==> config.mk <==
export PLATFORM = sky130hd
export DESIGN_NAME = bad_decoder
export DESIGN_NICKNAME = d
export VERILOG_FILES = /design/src/bad_pkg.sv /design/src/bad_sfr_group.sv /design/src/bad_decoder.sv
export VERILOG_INCLUDE_DIRS = /design/src
export SDC_FILE = /design/constraint.sdc
export NUM_CORES = 1
export LEC_CHECK = 0
export ABC_AREA = 0
export BUFFER_PORTS_ARGS = -buffer_cell sky130_fd_sc_hd__buf_2
export CAP_MARGIN = 20
export CORE_ASPECT_RATIO = 1.75
export CORE_MARGIN = 1.5
export CORE_UTILIZATION = 54
export CTS_CLUSTER_DIAMETER = 60
export DETAILED_ROUTE_END_ITERATION = 6
export PLACE_DENSITY = 0.85
export SLEW_MARGIN = 0
export SYNTH_ARGS = -nofsm -noshare
export SYNTH_HDL_FRONTEND = slang
export SYNTH_SLANG_ARGS = --single-unit
==> constraint.sdc <==
create_clock -name clk -period 4.7 [get_ports clk]
set_input_delay 0.94 -clock clk [delete_from_list [all_inputs] [get_ports clk]]
set_output_delay 0.94 -clock clk [all_outputs]
set_load 0.1 [all_outputs]
==> src/bad_map.svh <==
`ifndef BAD_MAP_SVH
`define BAD_MAP_SVH
// ****************************************************************
// Address map constants
// ****************************************************************
`define BAD_ROM_LO      16'hC000
`define BAD_VEC_LO      16'hFFD6
`define BAD_RAM_LO      16'h0080
`define BAD_RAM_HI      16'h027F
`define BAD_SFR_HI      16'h007F
`define BAD_BANK_ZERO   8'h00
`define BAD_PORT_LO     7'h02
`define BAD_PORT_HI     7'h14
`define BAD_AD_CTL      7'h1E
`define BAD_AD_SWEEP    7'h1F
`define BAD_AD_RES_LO   7'h20
`define BAD_AD_RES_HI   7'h2F
`define BAD_TMR_CNT_LO  7'h46
`define BAD_TMR_CNT_HI  7'h55
`define BAD_TMR_MODE_LO 7'h56
`define BAD_TMR_MODE_HI 7'h5D
`define BAD_PROC_MODE   7'h5E
`define BAD_WDT         7'h60
`define BAD_WDT_FSEL    7'h61
`define BAD_DPB_RST     16'h0000
`endif

==> src/bad_pkg.sv <==
package bad_pkg;
	typedef enum logic [2:0] {
		BAD_RGN_NONE,
		BAD_RGN_SFR,
		BAD_RGN_RAM,
		BAD_RGN_ROM,
		BAD_RGN_EXT
	} bad_region_e;

	typedef enum logic [3:0] {
		BAD_GRP_NONE,
		BAD_GRP_PORT_DATA,
		BAD_GRP_PORT_DIR,
		BAD_GRP_AD_CTL,
		BAD_GRP_AD_SWEEP,
		BAD_GRP_AD_RESULT,
		BAD_GRP_TMR_COUNT,
		BAD_GRP_TMR_MODE,
		BAD_GRP_PROC_MODE,
		BAD_GRP_WDT,
		BAD_GRP_WDT_FSEL,
		BAD_GRP_OTHER
	} bad_group_e;
endpackage : bad_pkg

==> src/bad_sfr_group.sv <==
`timescale 1ns/1ps
`include "bad_map.svh"
// ****************************************************************
// Peripheral register group decode, purely combinational
// ****************************************************************
module bad_sfr_group (
	input  wire logic [6:0]          offset,    // Offset within the register block
	output bad_pkg::bad_group_e      group,     // Selected register group
	output logic      [3:0]          index      // Port, channel or timer number
);
	logic [6:0] port_rel;

	// Ports come in pairs: two data bytes, then two direction bytes.
	assign port_rel = offset - `BAD_PORT_LO;

	always_comb begin
		group = bad_pkg::BAD_GRP_OTHER;
		index = 4'h0;
		if (offset >= `BAD_PORT_LO && offset <= `BAD_PORT_HI) begin
			group = port_rel[1] ? bad_pkg::BAD_GRP_PORT_DIR : bad_pkg::BAD_GRP_PORT_DATA;
			index = {port_rel[4:2], port_rel[0]};
		end else if (offset == `BAD_AD_CTL) begin
			group = bad_pkg::BAD_GRP_AD_CTL;
		end else if (offset == `BAD_AD_SWEEP) begin
			group = bad_pkg::BAD_GRP_AD_SWEEP;
		end else if (offset >= `BAD_AD_RES_LO && offset <= `BAD_AD_RES_HI) begin
			group = bad_pkg::BAD_GRP_AD_RESULT;
			index = {1'b0, offset[3:1]};
		end else if (offset >= `BAD_TMR_CNT_LO && offset <= `BAD_TMR_CNT_HI) begin
			group = bad_pkg::BAD_GRP_TMR_COUNT;
			index = 4'((offset - `BAD_TMR_CNT_LO) >> 1);
		end else if (offset >= `BAD_TMR_MODE_LO && offset <= `BAD_TMR_MODE_HI) begin
			group = bad_pkg::BAD_GRP_TMR_MODE;
			index = 4'(offset - `BAD_TMR_MODE_LO);
		end else if (offset == `BAD_PROC_MODE) begin
			group = bad_pkg::BAD_GRP_PROC_MODE;
		end else if (offset == `BAD_WDT) begin
			group = bad_pkg::BAD_GRP_WDT;
		end else if (offset == `BAD_WDT_FSEL) begin
			group = bad_pkg::BAD_GRP_WDT_FSEL;
		end
	end
endmodule : bad_sfr_group

==> src/bad_decoder.sv <==
`timescale 1ns/1ps
`include "bad_map.svh"
// What this block does
// - Accepts 24-bit addresses spanning the whole 16-Mbyte space.
// - Upper eight address bits form the bank number, 64-Kbyte banks.
// - ROM, RAM and peripheral registers match only in bank zero.
// - Bank zero offsets C000 to FFFF select the 16-Kbyte ROM.
// - Offsets FFD6 to FFFF are flagged as vector fetches from ROM.
// - Bank zero offsets 80 to 27F select the 512-byte RAM.
// - Stack pushes and pops decode by address like any other access; only RAM hits set the stack flag.
// - Bank zero offsets 0 to 7F select the peripheral register block.
// - Direct-page accesses add a programmable base, window anywhere in bank zero.
// - Port data and direction registers decoded in pairs from 02 to 14.
// - Converter control 1E, sweep 1F, eight result words from 20.
// - Timer counts from 46, timer mode bytes 56 to 5D.
// - Processor mode register selected at 5E.
// - Watchdog at 60, its frequency select flag at 61.
// - External bus is 16 bits only in expansion or processor mode with width select low, else 8.
module bad_decoder #(
	parameter int ADDR_W = 24                   // Address width
) (
	input  wire logic              clk,          // 40 MHz system clock
	input  wire logic              sys_rst,      // Asynchronous reset, active high
	input  wire logic              req_valid,    // Access request from bus interface unit
	input  wire logic [ADDR_W-1:0] req_addr,     // Full address of the access
	input  wire logic              req_dp,       // Access uses direct page addressing
	input  wire logic [7:0]        req_dp_off,   // Direct page offset byte
	input  wire logic              req_stack,    // Access is a stack push or pop
	input  wire logic              dpb_we,       // Load the direct page base
	input  wire logic [15:0]       dpb_wdata,    // New direct page base
	input  wire logic              bus_byte,     // Bus width select pin level
	input  wire logic              expand_mode,  // Memory expansion or processor mode
	output logic                   dec_valid_q,  // Decode result valid
	output logic [ADDR_W-1:0]      dec_addr_q,   // Effective address decoded
	output bad_pkg::bad_region_e   dec_region_q, // Selected region
	output bad_pkg::bad_group_e    dec_group_q,  // Peripheral register group
	output logic [3:0]             dec_index_q,  // Index within the group
	output logic                   dec_vector_q, // Vector area fetch
	output logic                   dec_stack_q,  // Stack access landed in RAM
	output logic                   dec_ext_q,    // Run an external cycle
	output logic                   bus_wide_q,   // External bus is 16 bits
	output logic [15:0]            direct_page_base_q // Direct page base
);
	// ****************************************************************
	// Effective address
	// ****************************************************************
	logic [ADDR_W-1:0]    eff_addr;
	logic [7:0]           bank;
	logic [15:0]          offs;
	bad_pkg::bad_region_e region_d;
	bad_pkg::bad_group_e  group;
	logic [3:0]           index;
	// Next values of the registered outputs.
	bad_pkg::bad_region_e dec_region_d;
	bad_pkg::bad_group_e  dec_group_d;
	logic [3:0]           dec_index_d;
	logic                 dec_vector_d;
	logic                 dec_stack_d;
	logic                 dec_ext_d;

	// The direct page wraps inside bank zero rather than spilling into bank one.
	always_comb begin
		eff_addr = req_addr;
		if (req_dp) begin
			eff_addr = ADDR_W'({8'h00, 16'(direct_page_base_q + {8'h00, req_dp_off})});
		end
	end

	assign bank = eff_addr[ADDR_W-1 -: 8];
	assign offs = eff_addr[15:0];

	// ****************************************************************
	// Region decode
	// ****************************************************************
	always_comb begin
		region_d = bad_pkg::BAD_RGN_EXT;
		if (bank == `BAD_BANK_ZERO) begin
			if (offs >= `BAD_ROM_LO) begin
				region_d = bad_pkg::BAD_RGN_ROM;
			end else if (offs >= `BAD_RAM_LO && offs <= `BAD_RAM_HI) begin
				region_d = bad_pkg::BAD_RGN_RAM;
			end else if (offs <= `BAD_SFR_HI) begin
				region_d = bad_pkg::BAD_RGN_SFR;
			end
		end
	end

	bad_sfr_group u_sfr (
		.offset (offs[6:0]),
		.group  (group),
		.index  (index)
	);

	// ****************************************************************
	// Direct page base
	// ****************************************************************
	// A load takes effect for direct-page requests taken from the next edge on.
	always_ff @(posedge clk or posedge sys_rst) begin
		if (sys_rst) begin
			direct_page_base_q <= `BAD_DPB_RST;
		end else if (dpb_we) begin
			direct_page_base_q <= dpb_wdata;
		end
	end

	// ****************************************************************
	// Next values of the decode outputs
	// ****************************************************************
	// Everything but the address falls back to idle when no request is taken,
	// so a stale offset on the bus never selects a register or a memory.
	always_comb begin
		dec_region_d = bad_pkg::BAD_RGN_NONE;
		dec_group_d  = bad_pkg::BAD_GRP_NONE;
		dec_index_d  = 4'h0;
		dec_vector_d = 1'b0;
		dec_stack_d  = 1'b0;
		dec_ext_d    = 1'b0;
		if (req_valid) begin
			dec_region_d = region_d;
			if (region_d == bad_pkg::BAD_RGN_SFR) begin
				dec_group_d = group;
				dec_index_d = index;
			end
			if (region_d == bad_pkg::BAD_RGN_ROM && offs >= `BAD_VEC_LO) begin
				dec_vector_d = 1'b1;
			end
			if (region_d == bad_pkg::BAD_RGN_RAM && req_stack) begin
				dec_stack_d = 1'b1;
			end
			if (region_d == bad_pkg::BAD_RGN_EXT) begin
				dec_ext_d = 1'b1;
			end
		end
	end

	// ****************************************************************
	// Request echo
	// ****************************************************************
	always_ff @(posedge clk or posedge sys_rst) begin
		if (sys_rst) begin
			dec_valid_q <= 1'b0;
		end else begin
			dec_valid_q <= req_valid;
		end
	end

	// The address is captured every cycle; consumers qualify it with the valid flag.
	always_ff @(posedge clk or posedge sys_rst) begin
		if (sys_rst) begin
			dec_addr_q <= '0;
		end else begin
			dec_addr_q <= eff_addr;
		end
	end

	// ****************************************************************
	// Region and access flags
	// ****************************************************************
	always_ff @(posedge clk or posedge sys_rst) begin
		if (sys_rst) begin
			dec_region_q <= bad_pkg::BAD_RGN_NONE;
		end else begin
			dec_region_q <= dec_region_d;
		end
	end

	always_ff @(posedge clk or posedge sys_rst) begin
		if (sys_rst) begin
			dec_vector_q <= 1'b0;
		end else begin
			dec_vector_q <= dec_vector_d;
		end
	end

	always_ff @(posedge clk or posedge sys_rst) begin
		if (sys_rst) begin
			dec_stack_q <= 1'b0;
		end else begin
			dec_stack_q <= dec_stack_d;
		end
	end

	always_ff @(posedge clk or posedge sys_rst) begin
		if (sys_rst) begin
			dec_ext_q <= 1'b0;
		end else begin
			dec_ext_q <= dec_ext_d;
		end
	end

	// ****************************************************************
	// Peripheral register group
	// ****************************************************************
	always_ff @(posedge clk or posedge sys_rst) begin
		if (sys_rst) begin
			dec_group_q <= bad_pkg::BAD_GRP_NONE;
		end else begin
			dec_group_q <= dec_group_d;
		end
	end

	// Both bytes of a two-byte register give the same index.
	always_ff @(posedge clk or posedge sys_rst) begin
		if (sys_rst) begin
			dec_index_q <= 4'h0;
		end else begin
			dec_index_q <= dec_index_d;
		end
	end

	// ****************************************************************
	// External bus width
	// ****************************************************************
	// Sampled every cycle so a pin change takes effect on the next access.
	always_ff @(posedge clk or posedge sys_rst) begin
		if (sys_rst) begin
			bus_wide_q <= 1'b0;
		end else begin
			bus_wide_q <= expand_mode && !bus_byte;
		end
	end
endmodule : bad_decoder

==> results of run 1 <==
critical path: cells and delay by family:
family                   cells  cell delay, ps
AND/OR/NAND/NOR              2             110
XOR/XNOR                     1             150
buffers and inverters        2             360
AO/OA/AOI/OAI                3            1220
adder cells (fa/ha/maj)      4            1250
routing by layer:
layer,up-vias,part of all wire
met5,-,0
met4,0,0.024
met3,16,0.047
met2,96,0.55
met1,1347,0.37
li1,1369,-
through the flow:
step            util  setup WS (ps)  hold slack, ps  power [mW]
6_report       0.678            843             542        1.51
5_1_grt        0.678            572             574        1.58
4_1_cts        0.675            876             549        1.51
3_5_place_dp   0.658            544             524        1.23
3_3_place_gp   0.658            658             515        1.22
2_1_floorplan      -           1020             971        1.11
kinds of logic (layout without fill, tap and decap cells):
| logic type | count (synthesis) | in the layout | share of synthesized area |
|---|---|---|---|
| and+or+nand+nor | 107 | 107 | 0.197 |
| AOI/OAI and AO/OA | 83 | 83 | 0.200 |
| DFF | 56 | 56 | 0.432 |
| muxes | 21 | 21 | 0.0759 |
| buffers and inverters | 19 | 129 | 0.0301 |
| adders and majority gates | 15 | 15 | 0.0593 |
| xor gates and xnor gates | 2 | 2 | 0.00540 |
worst paths after layout:
path	startpoint	end	cells after the start	slack, ps
min in group asynchronous	sys_rst	dec_stack_q$_DFF_PP0_	2	640
max in group asynchronous	sys_rst	dec_index_q[1]$_DFF_PP0_	3	3510
hold / removal	direct_page_base_q[7]$_DFFE_PP0P_	direct_page_base_q[7]$_DFFE_PP0P_	1	540
setup reg to reg	direct_page_base_q[0]$_DFFE_PP0P_	dec_index_q[3]$_DFF_PP0_	11	1150
setup / recovery	req_dp_off[0]	dec_index_q[3]$_DFF_PP0_	12	840
hold reg to reg	direct_page_base_q[7]$_DFFE_PP0P_	direct_page_base_q[7]$_DFFE_PP0P_	1	540
cells in the final DEF (no fill, tap or decap), types with 3 or more instances in the layout:
cell type  netlist  final
a211oi_1         4      4
nor2b_1         11     11
or4_1            3      3
ha_1            13     13
nor4_1           5      5
nand4_1          3      3
o21ai_0         11     11
mux2_2          18     18
nand3_1          6      6
a21o_1           4      4
or3_1            8      8
buf_2            3    111
o21a_1           3      3
clkbuf_8         0      5
a31oi_1          7      7
a31oi_2          3      3
nand3b_1         5      5
nor3_1           6      6
dfrtp_1         56     56
inv_2            2      3
o21ai_1          3      3
a21oi_1         14     14
inv_1            6      5
nor2_1          21     21
o2111ai_1        4      4
nand2_1         18     18
power groups by stage:
stage / logic, mW / clock network (mW) / registers [mW]
3_3_place_gp: 0.669 / 0 / 0.551
4_1_cts: 0.681 / 0.285 / 0.543
6_report: 0.686 / 0.279 / 0.543
3_5_place_dp: 0.679 / 0 / 0.553
5_1_grt: 0.730 / 0.299 / 0.550
2_1_floorplan: 0.269 / 0 / 0.839
layout make-up:
| cell class | count | area [sq um] |
|---|---|---|
| clock inverters | 3 | 27.5 |
| clock buffers | 5 | 68.8 |
| repair buffers | 113 | 583 |
| well taps | 78 | 97.6 |
| multi-input cells | 228 | 1750 |
| inverters | 8 | 30.0 |
| flip-flops and latches | 56 | 1400 |
| fillers | 486 | 1880 |
sequential cells by signal, indices dropped and copies added (netlist names):
signal / cells
dec_region_q: 3
bus_wide_q: 1
dec_addr_q: 24
dec_group_q: 4
dec_valid_q: 1
dec_stack_q: 1
direct_page_base_q: 16
dec_vector_q: 1
dec_index_q: 4
dec_ext_q: 1
==> results.yml, run 1 <==
detailed_routing:
  routed-via-count: 2828
  total_drc_errors_in_the_routed_layout: 0
  detail-route-antenna-nets: 0
  routed_wl_mm: 7.53
  via_per_inst: 5.76
  wl_per_instance_um: 15.3
  number_of_detailed_routing_iterations_run_before_antenna_repair: 4
  detailedRoute.firstIterationViolations: 88
clocking:
  cts_max_level: 2
  clock-sinks: 56
  cts_root_buf: "clkbuf_8"
  cts_post_setup_buffers_inserted: 0
  worst_setup_hold_path_clk_slew_ps: 100
  clock_path_buffers: 2
  cts_made_buffers: 5
  postCtsResizedCells: 0
  tritoncts: "built"
  clock_insertion_delay_worst_skew_ps: 320
  ctsHoldBuffers: 0
global_routing:
  grt_antenna_before_repair: 0
  grtUsageMet1: 0.273
  met2_usage: 0.435
  use_met3: 0.0331
  global_route_wire_length_before_repair_mm: 12.4
  grt_pass1_vias: 2801
  maximum_number_of_pins_on_one_net_before_global_route_repair: 57
  grt.busiest_layer: "met2"
  grt_usage: 0.244
  grt_remaining_overflow: 0
power_and_ir_drop:
  seqPwrFrac: 0.360
  ir_drop_mv: 0.190
  power.combinational.fraction: 0.455
  power.switching_fraction: 0.473
  cellLeakagePower_nw: 1.83
  switchingPower_uw: 713
  power.density_nw_per_um2: 381
  cell_internal_pwr_uw: 794
  clock_power_share: 0.185
worst_setup_path:
  critical_path_required_ps: 4890
  timing.critical_path.to_type: "flip-flop"
  crit_path_max_incr_delay_ps: 580
  worstPathCellList: "buf_2 -> ha_1 -> fa_1 -> xnor2_1 -> a21oi_1 -> inv_1 -> ha_1 -> nand2_1 -> nand2_1 -> o311ai_2 -> maj3_1 -> a221oi_2"
  timing.critical_path.arrival_ps: 4050
  worst_setup_path_start_kind: "input pin"
  worstPathMaxFanout: 10
  critical_path_class: "input pin to flip-flop"
  cpMaxStageDelayCell: "a21oi_1"
yosys:
  dominantRegCellSynth: "dfrtp_1"
  cell_taking_the_most_area_after_synthesis: "dfrtp_1"
  syn_nets: 373
  netlist_area_sq_um: 3250
  ys_ff_latch: 56
  synthArstFlopShare: 1.00
  synth_top_area_share: 0.432
  netlist_top_cells_area: "dfrtp_1 43%, mux2_2 6.2%, ha_1 5.0%, nor2_1 2.4%, a21oi_1 2.2%"
  avgSynthCellArea_sq_um: 10.7
  synth_edf_count: 0
  yosysSeqAreaShare: 0.432
  synth_cells: 303
  synth.cells.most_frequent: "56 x dfrtp_1, 21 x nor2_1, 18 x mux2_2, 18 x nand2_1, 14 x a21oi_1"
  ys_warn_count: 0
  ys_types: 69
  post-synth-top-count-cell: "dfrtp_1"
timing:
  slew_headroom: 0.529
  fin_crit_share: 0.821
  setup-tns-final_ps: 0
  finalHoldViolations: 0
  timing_max_transition_violations_final: 0
  worst_clock_skew_ps: 15.4
  fmax_mhz: 259
  total_setup_violations_reported_at_the_end_of_the_flow: 0
  final.min_clock_period_ps: 3860
  pin_slew_with_the_least_headroom_to_its_limit_ps: 707
  unrepaired_setup_endpoints_after_global_routing: "false"
place:
  gp_congestion: 0.951
  placed_cells: 482
  post-dp-hpwl_mm: 5.73
  numPortBuffers: 111
  dpl-instance-area_sq_um: 3840
finish:
  area_growth_from_synthesis_to_layout_pct: 21.8
  insertedDiodeCount: 0
  final_layout_size_suffix_gt1_frac: 0.395
  final-instance-count-excl-fill: 491
  nNetsFinal: 482
  finish.instance_area_sq_um: 3960
floorplanning:
  start_util: 0.557
  die_h_um: 106
  dieWidth_um: 61.6
  core-area_sq_um: 5830
  dieArea_sq_um: 6510
  rows: 37
  io-pin-count: 112
min_path:
  worstHoldPathType: "flip-flop to flip-flop"
run_status:
  run_status: "completed"
run:
  number_of_maximum_capacitance_constraint_violations: 0
(Power assumes the default switching activity.)
==> run 2: changes to the inputs <==
Settings changed: CORE_UTILIZATION 54 to 46, PLACE_DENSITY 0.85 to 0.77.
Clock period 4.7 ns to 3.5 ns, I/O delays scaled along.
==> run 2 against run 1 <==
Against the previous run: cell count grew 3.3%; largest cell class unchanged; non-clock buffer count increased by 10; design area up 3.2%; largest power group unchanged; register-to-register slack worse by 670 ps; hold slack worse by 170 ps.
==> results.yml, run 2 (synthesis results as in run 1) <==
detailed_routing:
  number_of_detailed_routing_iterations_run_before_antenna_repair: 4
  routed-via-count: 2863
  detailedRoute.firstIterationViolations: 109
  via_per_inst: 5.65
  detail-route-antenna-nets: 0
  routed_wl_mm: 7.98
  total_drc_errors_in_the_routed_layout: 0
  wl_per_instance_um: 15.7
global_routing:
  grt_remaining_overflow: 0
  global_route_wire_length_before_repair_mm: 13.0
  grt_pass1_vias: 2771
  grt_antenna_before_repair: 0
  maximum_number_of_pins_on_one_net_before_global_route_repair: 41
  grt_usage: 0.221
clocking:
  cts_post_setup_buffers_inserted: 0
  clock_path_buffers: 2
  tritoncts: "built"
  clock_insertion_delay_worst_skew_ps: 300
  cts_root_buf: "clkbuf_16"
  worst_setup_hold_path_clk_slew_ps: 80
  cts_made_buffers: 5
  clock-sinks: 56
  cts_max_level: 2
  ctsHoldBuffers: 0
  postCtsResizedCells: 0
worst_setup_path:
  critical_path_required_ps: 3720
  timing.critical_path.to_type: "flip-flop"
  worst_setup_path_start_kind: "input pin"
  critical_path_class: "input pin to flip-flop"
  timing.critical_path.arrival_ps: 3320
  worstPathMaxFanout: 8
floorplanning:
  start_util: 0.474
  die_h_um: 114
  core-area_sq_um: 6860
  rows: 40
  dieWidth_um: 66.5
  io-pin-count: 112
  dieArea_sq_um: 7590
power_and_ir_drop:
  switchingPower_uw: 987
  seqPwrFrac: 0.332
  clock_power_share: 0.235
  power.density_nw_per_um2: 539
  ir_drop_mv: 0.277
  cell_internal_pwr_mw: 1.21
  cellLeakagePower_nw: 1.90
  power.combinational.fraction: 0.433
  power.switching_fraction: 0.449
finish:
  largest_registers: "dec_addr_q x24, direct_page_base_q x16"
  mostFrequentLayoutCells: "111 x buf_2, 55 x dfrtp_1, 21 x nor2_1, 18 x mux2_2, 18 x nand2_1"
  regMostFlops: "dec_addr_q"
  insertedDiodeCount: 0
  area_growth_from_synthesis_to_layout_pct: 25.8
  nNetsFinal: 492
  final_core_util: 0.596
  layout_commonest_cell: "buf_2"
  layout.filler_cells: 598
  flip_flop_count_of_the_largest_register_all_copies_and_words_added: 24
  final_layout_size_suffix_gt1_frac: 0.411
timing:
  fin_crit_share: 0.887
  finalHoldViolations: 0
  worst_clock_skew_ps: 7.18
  pin_slew_with_the_least_headroom_to_its_limit_ps: 500
  timing_max_transition_violations_final: 0
  fmax_mhz: 322
  total_setup_violations_reported_at_the_end_of_the_flow: 0
  slew_headroom: 0.669
  final.min_clock_period_ps: 3100
  unrepaired_setup_endpoints_after_global_routing: "false"
  setup-tns-final_ps: 0
run:
  number_of_maximum_capacitance_constraint_violations: 0
run_status:
  run_status: "completed"
place:
  numPortBuffers: 111
  gp_congestion: 0.912
  post-dp-hpwl_mm: 6.39
min_path:
  worstHoldPathType: "input pin to async pin"
## run 2: per-stage QoR
stage	power, mW	worst slack, ps	std cells	instance area (sq um)	hold slack (ps)
6_report	2.20	396	507	4080	367
5_1_grt	2.31	116	507	4080	396
4_1_cts	2.21	379	507	4080	377
3_5_place_dp	1.69	70.9	499	3930	521
3_3_place_gp	1.69	124	499	3930	515
2_1_floorplan	1.49	38.2	303	3250	731
## run 2: routing by layer
metal	global-route usage	vias to the layer above	wire length, um
met1	0.257	1360	3060
li1	-	1391	-
met5	0	-	0
met2	0.383	90	4320
met3	0.0334	22	305
met4	0.117	0	295
## run 2: path summary, 6_finish.rpt
kind | startpoint | endpoint | slack (ps) | depth (start not counted)
setup / recovery | req_dp_off[0] | dec_index_q[3]$_DFF_PP0_ | 400 | 13
min in group clk | direct_page_base_q[0]$_DFFE_PP0P_ | direct_page_base_q[0]$_DFFE_PP0P_ | 540 | 1
max in group asynchronous | sys_rst | dec_index_q[0]$_DFF_PP0_ | 2320 | 3
setup reg to reg | direct_page_base_q[0]$_DFFE_PP0P_ | dec_index_q[3]$_DFF_PP0_ | 480 | 12
hold reg to reg | direct_page_base_q[0]$_DFFE_PP0P_ | direct_page_base_q[0]$_DFFE_PP0P_ | 540 | 1
hold / removal | sys_rst | dec_vector_q$_DFF_PP0_ | 370 | 2
## run 2: critical path, cell delays in order
cell,delay [ps]
buf_2,100
ha_1,230
fa_1,450
xnor2_1,180
a21oi_1,110
buf_4,180
ha_1,180
a21oi_1,120
a31oi_1,80
o21ai_0,260
nand3b_1,190
a211o_1,330
a221oi_2,200
## run 2: power by group through the flow
stage / sequential (mW) / clock, mW / combinational (mW)
after floorplan: 1.13 / 0 / 0.362
after global placement: 0.741 / 0 / 0.947
after detailed placement: 0.743 / 0 / 0.951
after CTS: 0.730 / 0.528 / 0.954
after global routing: 0.737 / 0.559 / 1.01
final: 0.730 / 0.517 / 0.954
## run 2: cell type report
type,count,area (sq um),share of cell area
clock inverters,3,27.5,0.00674
flip-flops and latches,56,1400,0.343
well taps,84,105,0.0257
multi-input cells,228,1750,0.428
inverters,8,30.0,0.00735
repair buffers,123,646,0.158
clock buffers,5,125,0.0306
